File: src/include/gp_regs.svh
`ifndef GP_REGS_SVH
`define GP_REGS_SVH

// ==========================================
// register indices, byte address is index*4
`define GP_IDX_DIR 10'h012
`define GP_IDX_DATA 10'h013
`define GP_IDX_FUNC 10'h014
`define GP_IDX_BITOP 10'h015

// ==========================================
// reset values
`define GP_DIR_RST 8'hFF
`define GP_DATA_RST 8'h00
`define GP_FUNC_RST 10'h00F

// ==========================================
// bit operation fields and codes
`define GP_BOP_IDX_LSB 0
`define GP_BOP_OP_LSB 4
`define GP_OP_CLR 2'h0
`define GP_OP_SET 2'h1
`define GP_OP_TOG 2'h2

// ==========================================
// axi responses
`define GP_RESP_OKAY 2'h0
`define GP_RESP_SLVERR 2'h2

`endif

File: src/include/gp_pkg.sv
package gp_pkg;

  // ==========================================
  // function select register layout
  typedef struct packed {
    logic vref_pos;
    logic vref_neg;
    logic serial_sync;
    logic serial_en;
    logic pwm_en;
    logic cap_en;
    logic [3:0] analog_en;
  } gp_func_t;

  // ==========================================
  // bit operation command
  typedef struct packed {
    logic [1:0] op;
    logic [2:0] idx;
  } gp_bitop_t;

  // ==========================================
  // per-pin alternate function request
  typedef struct packed {
    logic analog;
    logic en;
    logic o;
    logic oe;
  } gp_alt_t;

  typedef enum logic [1:0] {
    GP_W_COLLECT,
    GP_W_RESP
  } gp_wstate_t;

endpackage : gp_pkg

File: src/verilog/gp_pin_cell.sv
`timescale 1ns/100ps

module gp_pin_cell
  import gp_pkg::*;
(
  input wire gp_alt_t alt, // alternate function request
  input wire logic latch, // output latch bit
  input wire logic dir, // 1 = input
  input wire logic level, // sampled pin level
  output logic pin_o, // pin drive value
  output logic pin_oe, // pin driver enable
  output logic din // digital read value
);

  // ==========================================
  // driver and input path
  always_comb begin
    if (alt.analog) begin
      pin_oe = 1'b0;
      pin_o = 1'b0;
    end else if (alt.en) begin
      pin_oe = alt.oe;
      pin_o = alt.o;
    end else begin
      pin_oe = ~dir;
      pin_o = latch;
    end
  end

  // analog pins read as zero digitally
  assign din = alt.analog ? 1'b0 : level;

endmodule : gp_pin_cell

File: src/verilog/gp_port.sv
`timescale 1ns/100ps
`include "gp_regs.svh"

module gp_port
  import gp_pkg::*;
(
  input wire logic clk, // system clock
  input wire logic sys_rst, // synchronous reset
  input wire logic [11:0] s_axi_awaddr, // write address
  input wire logic s_axi_awvalid, // write address valid
  output logic s_axi_awready, // write address ready
  input wire logic [31:0] s_axi_wdata, // write data
  input wire logic [3:0] s_axi_wstrb, // write strobes
  input wire logic s_axi_wvalid, // write data valid
  output logic s_axi_wready, // write data ready
  output logic [1:0] s_axi_bresp, // write response
  output logic s_axi_bvalid, // write response valid
  input wire logic s_axi_bready, // write response ready
  input wire logic [11:0] s_axi_araddr, // read address
  input wire logic s_axi_arvalid, // read address valid
  output logic s_axi_arready, // read address ready
  output logic [31:0] s_axi_rdata, // read data
  output logic [1:0] s_axi_rresp, // read response
  output logic s_axi_rvalid, // read data valid
  input wire logic s_axi_rready, // read data ready
  input wire logic [7:0] pin_i, // pin levels
  output logic [7:0] pin_o, // pin drive values
  output logic [7:0] pin_oe, // pin driver enables
  output logic [3:0] analog_channel_enable, // per converter channel
  output logic vref_neg_enable, // pin two is negative reference
  output logic vref_pos_enable, // pin three is positive reference
  output logic third_capture_input, // pin four level to capture
  input wire logic third_pulse_width_output, // pwm drive for pin five
  input wire logic second_serial_transmit, // async transmit
  output logic second_serial_receive, // async receive
  input wire logic second_serial_sync_data_out, // sync data drive
  input wire logic second_serial_sync_data_oe, // sync data enable
  output logic second_serial_sync_data_in, // sync data level
  input wire logic second_serial_sync_clock_out, // sync clock drive
  input wire logic second_serial_sync_clock_oe, // sync clock enable
  output logic second_serial_sync_clock_in // sync clock level
);

  // ==========================================
  // state
  logic [7:0] pin_data_latch;
  logic [7:0] pin_direction_control;
  gp_func_t func;
  logic [7:0] pin_sample;
  logic [7:0] din;
  gp_alt_t alt [8];
  gp_wstate_t wstate;
  logic aw_hold;
  logic w_hold;
  logic [9:0] wr_idx;
  logic [31:0] wr_data;
  logic [3:0] wr_strb;
  logic wr_go;
  logic wr_hit;
  logic ar_go;
  logic [9:0] rd_idx;
  gp_bitop_t bop;
  logic bop_go;
  logic [7:0] next_bop_byte;

  // ==========================================
  // pin sampling at start of cycle
  always_ff @(posedge clk) begin
    if (sys_rst) begin
      pin_sample <= 8'h00;
    end else begin
      pin_sample <= pin_i;
    end
  end

  // ==========================================
  // alternate function selection
  always_comb begin
    for (int i = 0; i < 8; i++) begin
      alt[i] = '0;
    end
    for (int i = 0; i < 4; i++) begin
      alt[i].analog = func.analog_en[i];
    end
    alt[4].en = func.cap_en;
    alt[5].en = func.pwm_en;
    alt[5].o = third_pulse_width_output;
    alt[5].oe = 1'b1;
    alt[6].en = func.serial_en;
    alt[6].o = func.serial_sync & second_serial_sync_data_out;
    alt[6].oe = func.serial_sync & second_serial_sync_data_oe;
    alt[7].en = func.serial_en;
    alt[7].o = func.serial_sync ? second_serial_sync_clock_out
                                : second_serial_transmit;
    alt[7].oe = func.serial_sync ? second_serial_sync_clock_oe : 1'b1;
  end

  // ==========================================
  // one cell per pin
  for (genvar g = 0; g < 8; g++) begin : g_pin
    gp_pin_cell u_cell (
      .alt(alt[g]),
      .latch(pin_data_latch[g]),
      .dir(pin_direction_control[g]),
      .level(pin_sample[g]),
      .pin_o(pin_o[g]),
      .pin_oe(pin_oe[g]),
      .din(din[g])
    );
  end

  // ==========================================
  // peripheral side outputs
  assign analog_channel_enable = {func.analog_en[0], func.analog_en[1],
                                  func.analog_en[2], func.analog_en[3]};
  assign vref_neg_enable = func.vref_neg & func.analog_en[2];
  assign vref_pos_enable = func.vref_pos & func.analog_en[3];

  always_ff @(posedge clk) begin
    if (sys_rst) begin
      third_capture_input <= 1'b0;
      second_serial_receive <= 1'b1;
      second_serial_sync_data_in <= 1'b0;
      second_serial_sync_clock_in <= 1'b0;
    end else begin
      third_capture_input <= func.cap_en & pin_i[4];
      second_serial_receive <= ~(func.serial_en & ~func.serial_sync) |
                               pin_i[6];
      second_serial_sync_data_in <= func.serial_en & func.serial_sync &
                                    pin_i[6];
      second_serial_sync_clock_in <= func.serial_en & func.serial_sync &
                                     pin_i[7];
    end
  end

  // ==========================================
  // write channel
  assign s_axi_awready = (wstate == GP_W_COLLECT) && !aw_hold;
  assign s_axi_wready = (wstate == GP_W_COLLECT) && !w_hold;
  assign s_axi_bvalid = (wstate == GP_W_RESP);
  assign wr_go = (wstate == GP_W_COLLECT) && aw_hold && w_hold;
  assign wr_hit = (wr_idx == `GP_IDX_DIR) || (wr_idx == `GP_IDX_DATA) ||
                  (wr_idx == `GP_IDX_FUNC) || (wr_idx == `GP_IDX_BITOP);

  always_ff @(posedge clk) begin
    if (sys_rst) begin
      aw_hold <= 1'b0;
      wr_idx <= 10'h000;
    end else if (s_axi_awvalid && s_axi_awready) begin
      aw_hold <= 1'b1;
      wr_idx <= s_axi_awaddr[11:2];
    end else if (wr_go) begin
      aw_hold <= 1'b0;
    end
  end

  always_ff @(posedge clk) begin
    if (sys_rst) begin
      w_hold <= 1'b0;
      wr_data <= 32'h0000_0000;
      wr_strb <= 4'h0;
    end else if (s_axi_wvalid && s_axi_wready) begin
      w_hold <= 1'b1;
      wr_data <= s_axi_wdata;
      wr_strb <= s_axi_wstrb;
    end else if (wr_go) begin
      w_hold <= 1'b0;
    end
  end

  always_ff @(posedge clk) begin
    if (sys_rst) begin
      wstate <= GP_W_COLLECT;
      s_axi_bresp <= `GP_RESP_OKAY;
    end else begin
      case (wstate)
        GP_W_COLLECT: begin
          if (wr_go) begin
            wstate <= GP_W_RESP;
            s_axi_bresp <= wr_hit ? `GP_RESP_OKAY : `GP_RESP_SLVERR;
          end
        end
        GP_W_RESP: begin
          if (s_axi_bready) begin
            wstate <= GP_W_COLLECT;
          end
        end
        default: begin
          wstate <= GP_W_COLLECT;
        end
      endcase
    end
  end

  // ==========================================
  // register updates
  assign bop = gp_bitop_t'({wr_data[`GP_BOP_OP_LSB +: 2],
                            wr_data[`GP_BOP_IDX_LSB +: 3]});
  assign bop_go = wr_go && (wr_idx == `GP_IDX_BITOP) && wr_strb[0];

  // read pins, change one bit, write the byte back
  always_comb begin
    next_bop_byte = din;
    case (bop.op)
      `GP_OP_CLR: next_bop_byte[bop.idx] = 1'b0;
      `GP_OP_SET: next_bop_byte[bop.idx] = 1'b1;
      `GP_OP_TOG: next_bop_byte[bop.idx] = ~din[bop.idx];
      default: next_bop_byte = din;
    endcase
  end

  always_ff @(posedge clk) begin
    if (sys_rst) begin
      pin_data_latch <= `GP_DATA_RST;
    end else if (wr_go && (wr_idx == `GP_IDX_DATA) && wr_strb[0]) begin
      pin_data_latch <= wr_data[7:0];
    end else if (bop_go) begin
      pin_data_latch <= next_bop_byte;
    end
  end

  always_ff @(posedge clk) begin
    if (sys_rst) begin
      pin_direction_control <= `GP_DIR_RST;
    end else if (wr_go && (wr_idx == `GP_IDX_DIR) && wr_strb[0]) begin
      pin_direction_control <= wr_data[7:0];
    end
  end

  always_ff @(posedge clk) begin
    if (sys_rst) begin
      func <= gp_func_t'(`GP_FUNC_RST);
    end else if (wr_go && (wr_idx == `GP_IDX_FUNC)) begin
      if (wr_strb[0]) begin
        func[7:0] <= wr_data[7:0];
      end
      if (wr_strb[1]) begin
        func[9:8] <= wr_data[9:8];
      end
    end
  end

  // ==========================================
  // read channel
  assign s_axi_arready = !s_axi_rvalid;
  assign ar_go = s_axi_arvalid && s_axi_arready;
  assign rd_idx = s_axi_araddr[11:2];

  always_ff @(posedge clk) begin
    if (sys_rst) begin
      s_axi_rvalid <= 1'b0;
      s_axi_rdata <= 32'h0000_0000;
      s_axi_rresp <= `GP_RESP_OKAY;
    end else if (ar_go) begin
      s_axi_rvalid <= 1'b1;
      s_axi_rresp <= `GP_RESP_OKAY;
      case (rd_idx)
        `GP_IDX_DIR: s_axi_rdata <= {24'h000000, pin_direction_control};
        `GP_IDX_DATA: s_axi_rdata <= {24'h000000, din};
        `GP_IDX_FUNC: s_axi_rdata <= {22'h000000, func};
        `GP_IDX_BITOP: s_axi_rdata <= 32'h0000_0000;
        default: begin
          s_axi_rdata <= 32'h0000_0000;
          s_axi_rresp <= `GP_RESP_SLVERR;
        end
      endcase
    end else if (s_axi_rready) begin
      s_axi_rvalid <= 1'b0;
    end
  end
endmodule : gp_port

File: config.mk
export PLATFORM = sky130hd
export DESIGN_NAME = gp_port
export DESIGN_NICKNAME = d
export VERILOG_FILES = /design/src/include/gp_pkg.sv /design/src/verilog/gp_pin_cell.sv /design/src/verilog/gp_port.sv
export VERILOG_INCLUDE_DIRS = /design/src /design/src/include
export SDC_FILE = /design/constraint.sdc
export NUM_CORES = 1
export LEC_CHECK = 0
export BUFFER_PORTS_ARGS = -buffer_cell sky130_fd_sc_hd__buf_2
export CAP_MARGIN = 20
export CELL_PAD_IN_SITES_DETAIL_PLACEMENT = 1
export CELL_PAD_IN_SITES_GLOBAL_PLACEMENT = 2
export CORE_UTILIZATION = 30
export CTS_CLUSTER_DIAMETER = 50
export DETAILED_ROUTE_END_ITERATION = 10
export GPL_TIMING_DRIVEN = 0
export HOLD_SLACK_MARGIN = 0.03
export PLACE_DENSITY_LB_ADDON = 0.15
export SLEW_MARGIN = 30
export SYNTH_ARGS = -nofsm -noshare
export SYNTH_HDL_FRONTEND = slang
export SYNTH_SLANG_ARGS = --single-unit
File: constraint.sdc
create_clock -name clk -period 2.71 [get_ports clk]
set_input_delay 0.1355 -clock clk [delete_from_list [all_inputs] [get_ports clk]]
set_output_delay 0.1355 -clock clk [all_outputs]
set_load 0.005 [all_outputs]
Word level (Yosys, flattened, before mapping). Cells that the tools add are included.

Output and inout port bits: 67. Logic and storage cells: 136. Bits in registers: 101.

Bitwise logic cells: 24. Multiplexer cells: 41. Reductions and logical operators: 32. Order comparisons: 2. Equal/unequal tests: 13.

Operators with widths (count): $eq 10x5->1 const B (8); $pmux 10 s3 (1); $mux 1 (29); $pmux 8 s3 (1); $mux 8 (2); $logic_and 1x1->1 (15); $not 1->1 (11); $and 1x1->1 (9); $and 8x8->8 (1); $bwmux 8 (1); $mux 2 (4); $not 8->8 (1); $or 8x8->8 (1); $reduce_and 2->1 (4); $reduce_bool 2->1 (4); $eq 2x1->1 const B (2); $logic_not 2->1 (2); $lt 3x4->1 const B (1); $pmux 2 s2 (1); $reduce_or 4->1 (1); $bmux 1 s3 (1); $demux 1 s3 (1); $ge 3x1->1 const B (1); $logic_not 1->1 (3); other kinds (5) (7).

Longest topological paths before layout.
Depth in word-level cells: 9. Depth in mapped cells: 7. Depth with buffers taken out: 5.

Modules after synthesis. Synthesis repeated with hierarchy kept, for this count alone.

Cell total of the unflattened synthesis: 470. Area, all modules: 3821.2 µm².

By module, submodules not included: gp_port (instances 1, area each 3510.9 µm², cells each 422); gp_pin_cell (instances 8, area each 38.8 µm², cells each 6).

Worst setup path before layout. Ideal clock, no wire load.

Path type: reg2reg. From: reg wstate[0]. To: reg pin_direction_control[4]. Data required time: 2.581 ns. Cell stages (with the launch flop): 7. Library setup time: 0.129 ns. Setup slack: 0.941 ns. Data arrival time: 1.640 ns. Path through: dfxtp_1 or4b_1 nor2_1 and4_1 buf_4 mux2i_1 nand2_1.

Cells in the longest elaborated chain, start to end: 5.

Ends and longest elaborated chain: from (decl) (RTL line gp_port.sv:52) `gp_wstate_t wstate;`; from (signal assigned) (RTL line gp_port.sv:173) `wstate <= GP_W_COLLECT;`; from (signal assigned) (RTL line gp_port.sv:179) `wstate <= GP_W_RESP;`; from (signal assigned) (RTL line gp_port.sv:185) `wstate <= GP_W_COLLECT;`; $logic_not 2->1 (RTL line gp_port.sv:141) `assign wr_go = (wstate == GP_W_COLLECT) && aw_hold && w_hold;`; $logic_and 1x1->1 (2 in a row) (RTL line gp_port.sv:141); $logic_and 1x1->1 (2 in a row) (RTL line gp_port.sv:225) `` end else if (wr_go && (wr_idx == `GP_IDX_DIR) && wr_strb[0]) begin ``; to (signal assigned) (RTL line gp_port.sv:224) `` pin_direction_control <= `GP_DIR_RST; ``; to (signal assigned) (RTL line gp_port.sv:226) `pin_direction_control <= wr_data[7:0];`; to (decl) (RTL line gp_port.sv:47) `logic [7:0] pin_direction_control;`.

Every way passes these cells. A chain may end at the register's enable or synchronous reset.

Final worst setup path.
From: reg func, in the netlist analog_channel_enable[3]. To: reg pin_data_latch[5].

Cells in the longest elaborated chain, start to end: 8.

Ends and longest elaborated chain: from (decl) (RTL line gp_port.sv:48) `gp_func_t func;`; from (signal assigned) (RTL line gp_port.sv:232) `` func <= gp_func_t'(`GP_FUNC_RST); ``; $mux 1 (RTL line gp_pin_cell.sv:31) `assign din = alt.analog ? 1'b0 : level;`; $bmux 1 s3 (RTL line gp_port.sv:207) `` `GP_OP_TOG: next_bop_byte[bop.idx] = ~din[bop.idx]; ``; $mux 1 (not written as such) (RTL line gp_port.sv:207); $not 1->1 (RTL line gp_port.sv:207); $bwmux 8 (RTL line gp_port.sv:207); $pmux 8 s3 (RTL line gp_port.sv:204) `case (bop.op)`; $mux 8 (RTL line gp_port.sv:217) `end else if (bop_go) begin`; $mux 8 (RTL line gp_port.sv:215) `` end else if (wr_go && (wr_idx == `GP_IDX_DATA) && wr_strb[0]) begin ``; to (signal assigned) (RTL line gp_port.sv:214) `` pin_data_latch <= `GP_DATA_RST; ``; to (signal assigned) (RTL line gp_port.sv:216) `pin_data_latch <= wr_data[7:0];`; to (signal assigned) (RTL line gp_port.sv:218) `pin_data_latch <= next_bop_byte;`; to (decl) (RTL line gp_port.sv:46) `logic [7:0] pin_data_latch;`.

Every way passes these cells. The select of a mux whose other input is x is not followed.

==> results.sh <==
export IMPL_syn_avg_cell_area_sq_um=8.570
export IMPL_initial_utilization=0.3098
export IMPL_end_kind="flop"
export IMPL_drt_initial_drc_count=134
export IMPL_die_area_sq_um=13540
export IMPL_yosys_top_cells_area="dfxtp_1, mux2i_1, buf_4"
export IMPL_cp_start_kind="flop"
export IMPL_diodes=0
export IMPL_ys_warn_count=0
export IMPL_drc=0
export IMPL_max_cap_violations=0
export IMPL_place_congestion=0.8127
export IMPL_drv_slew=0
export IMPL_grt_max_degree=13
export IMPL_syn2layout_area_growth_pct=29.17
export IMPL_die_y_um=116.4
export IMPL_power_density_nw_per_um2=538.6
export IMPL_post_cts_buffers=0
export IMPL_holdWs_ns=0.02957
export IMPL_antenna_found_initial=0
export IMPL_clock_latency_ns=0.34
export IMPL_crit_fanout=6
export IMPL_p_leak_nw=2.209
export IMPL_yosysTopAreaCell="dfxtp_1"
export IMPL_cp_required_ns=2.92
export IMPL_wirelength_met1_um=5783
export IMPL_grt_pass1_vias=3552
export IMPL_hpwlAfterDp_um=9480
export IMPL_layout_nets=674
export IMPL_synth_ff_type="dfxtp_1"
export IMPL_syn_inst=458
export IMPL_hold_viol_final=0
export IMPL_wl_met2_um=6009
export IMPL_cts_sinks=76
export IMPL_grt_overflow=0
export IMPL_cts_root_buf="clkbuf_16"
export IMPL_fin_skew_ns=0.007793
export IMPL_fin_crit_sh=0.8089
export IMPL_min_path_type="in -> reg"
export IMPL_peakVddDrop_mv=0.2472
export IMPL_ys_seq_area_frac=0.3876
export IMPL_finalSetupViolations=0
export IMPL_cts_made_buffers=9
export IMPL_ios=148
export IMPL_row_count=41
export IMPL_num_vias=3609
export IMPL_wl_met3_um=390
export IMPL_synth_edf_count=0
export IMPL_synth_top_area_frac=0.3876
export IMPL_grt_setup_unrepaired="no"
export IMPL_max_freq_ghz=0.4562
export IMPL_ctsHtreeMaxLevel=3
export IMPL_filler_cell_count=1574
export IMPL_synthArstFlopShare=0
export IMPL_ys_types=61
export IMPL_vias_per_cell=4.687
export IMPL_crit_type="reg -> reg"
export IMPL_ys_seq_elements=76
export IMPL_synthesis_area_sq_um=3925
export IMPL_coreArea_sq_um=12670
export IMPL_drtAntennaViolNets=0
export IMPL_first_pass_iters=4
export IMPL_grt_first_pass_wirelength_um=19420
export IMPL_run_status="complete, no violations"
export IMPL_die_w_um=116.4
export IMPL_cts_tree="yes"
export IMPL_yosysMostFrequentCell="dfxtp_1"
export IMPL_top_layer="met4"
export IMPL_worstMarginPinSlew_ns=0.8640
export IMPL_drive_gt1_frac=0.2876
export IMPL_clk_pin_slew_ns=0.06
export IMPL_wl_per_cell_um=16.11
export IMPL_crit_arrival_ns=2.40
export IMPL_grt_util_all_layers=0.1952
export IMPL_slew_headroom=0.4164
export IMPL_port_buffers=94
export IMPL_cts_buffer_depth=2
export IMPL_fin_crit_ns=2.192
export IMPL_routed_wl_um=12400
export IMPL_fin_tns_setup_ns=0
export IMPL_synth_common_cells="dfxtp_1, nand2_1, nor2_1"
## power by group
group | total, mW | switching (mW) | internal (mW)
Sequential | 1.19 | 0.0385 | 1.15
Combinational | 0.308 | 0.170 | 0.138
Clock | 1.23 | 0.475 | 0.757
Total | 2.73 | 0.683 | 2.05
## state kept, by name, indices dropped and copies added, names as in the netlist, 2 cells and up
signal / flops
alt: 3
analog_channel_enable: 4
func: 3
pin_data_latch: 8
pin_direction_control: 8
pin_sample: 8
s_axi_rdata: 10
wr_data: 10
wr_idx: 10
wr_strb: 2
## metrics by stage
stage | std cells | worst slack (ns) | total power, mW | util | instance area [sq um]
2_1_floorplan | 481 | 0.9408 | 1.401 | - | 4011
3_3_place_gp | 747 | 0.6021 | 1.510 | 0.3707 | 4697
3_5_place_dp | 747 | 0.5587 | 1.517 | 0.3707 | 4697
4_1_cts | 770 | 0.5198 | 2.762 | 0.4001 | 5070
5_1_grt | 770 | 0.3339 | 2.857 | 0.4001 | 5070
6_report | 770 | 0.5179 | 2.731 | 0.4001 | 5070
## layout make-up
| cell class | instances | area [sq um] | share of cell area |
|---|---|---|---|
| Multi-Input combinational cell | 326 | 2018 | 0.3981 |
| Buffer | 68 | 430.4 | 0.08490 |
| Tap cell | 172 | 215.2 | 0.04245 |
| Sequential cell | 76 | 1521 | 0.3001 |
| Clock inverter | 5 | 50.05 | 0.009872 |
| Clock buffer | 11 | 252.7 | 0.04985 |
| Inverter | 11 | 41.29 | 0.008144 |
| Timing Repair Buffer | 101 | 540.5 | 0.1066 |
## repair_timing
action	4_1_cts	5_1_grt
gates resized for setup	0	0
hold endpoints to repair	8	0
hold buffers	7	0
## worst paths after layout
check | to | startpoint | slack, ns | depth (start not counted)
max | pin_data_latch[5] | analog_channel_enable[3] | 0.52 | 5
max reg2reg | pin_data_latch[5] | analog_channel_enable[3] | 0.52 | 5
min | wr_idx[2] | s_axi_awaddr[4] | 0.03 | 3
min reg2reg | wr_data[8] | wr_data[8] | 0.46 | 2
## layer usage
| layer | vias up | global-route usage |
|---|---|---|
| met5 | - | 0 |
| met1 | 1729 | 0.2526 |
| met4 | 0 | 0.07521 |
| met2 | 74 | 0.3254 |
| met3 | 13 | 0.03062 |
| li1 | 1793 | - |
## worst max-delay path: stages, from the launching register on
cell	delay [ns]
dfxtp_1	0.36
nand2b_1	0.24
o41ai_1	0.73
nor2_1	0.17
o311ai_1	0.44
a21oi_1	0.12
## cell families (layout without fill, tap and decap cells)
family                    Yosys count  after routing  share of synthesized area
AOI/OAI and AO/OA                  83             83                     0.1473
other                               1             24                  0.0009554
buffers and inverters              79            196                     0.1202
DFF                                76             76                     0.3876
xor gates and xnor gates            2              2                   0.004464
muxes                              38             38                     0.1004
and+or+nand+nor                   179            179                     0.2391
## layout by cell type, fill, tap and decap left out, types with 16 or more instances in the layout
cell type,Yosys,layout
conb_1,1,24
clkbuf_1,16,16
buf_4,46,46
buf_2,2,96
nor2_1,48,48
dfxtp_1,76,76
nand2_1,56,56
nor2b_1,25,25
a21oi_1,25,25
mux2i_1,36,36
Note: power is estimated with default switching activity, not from simulation.
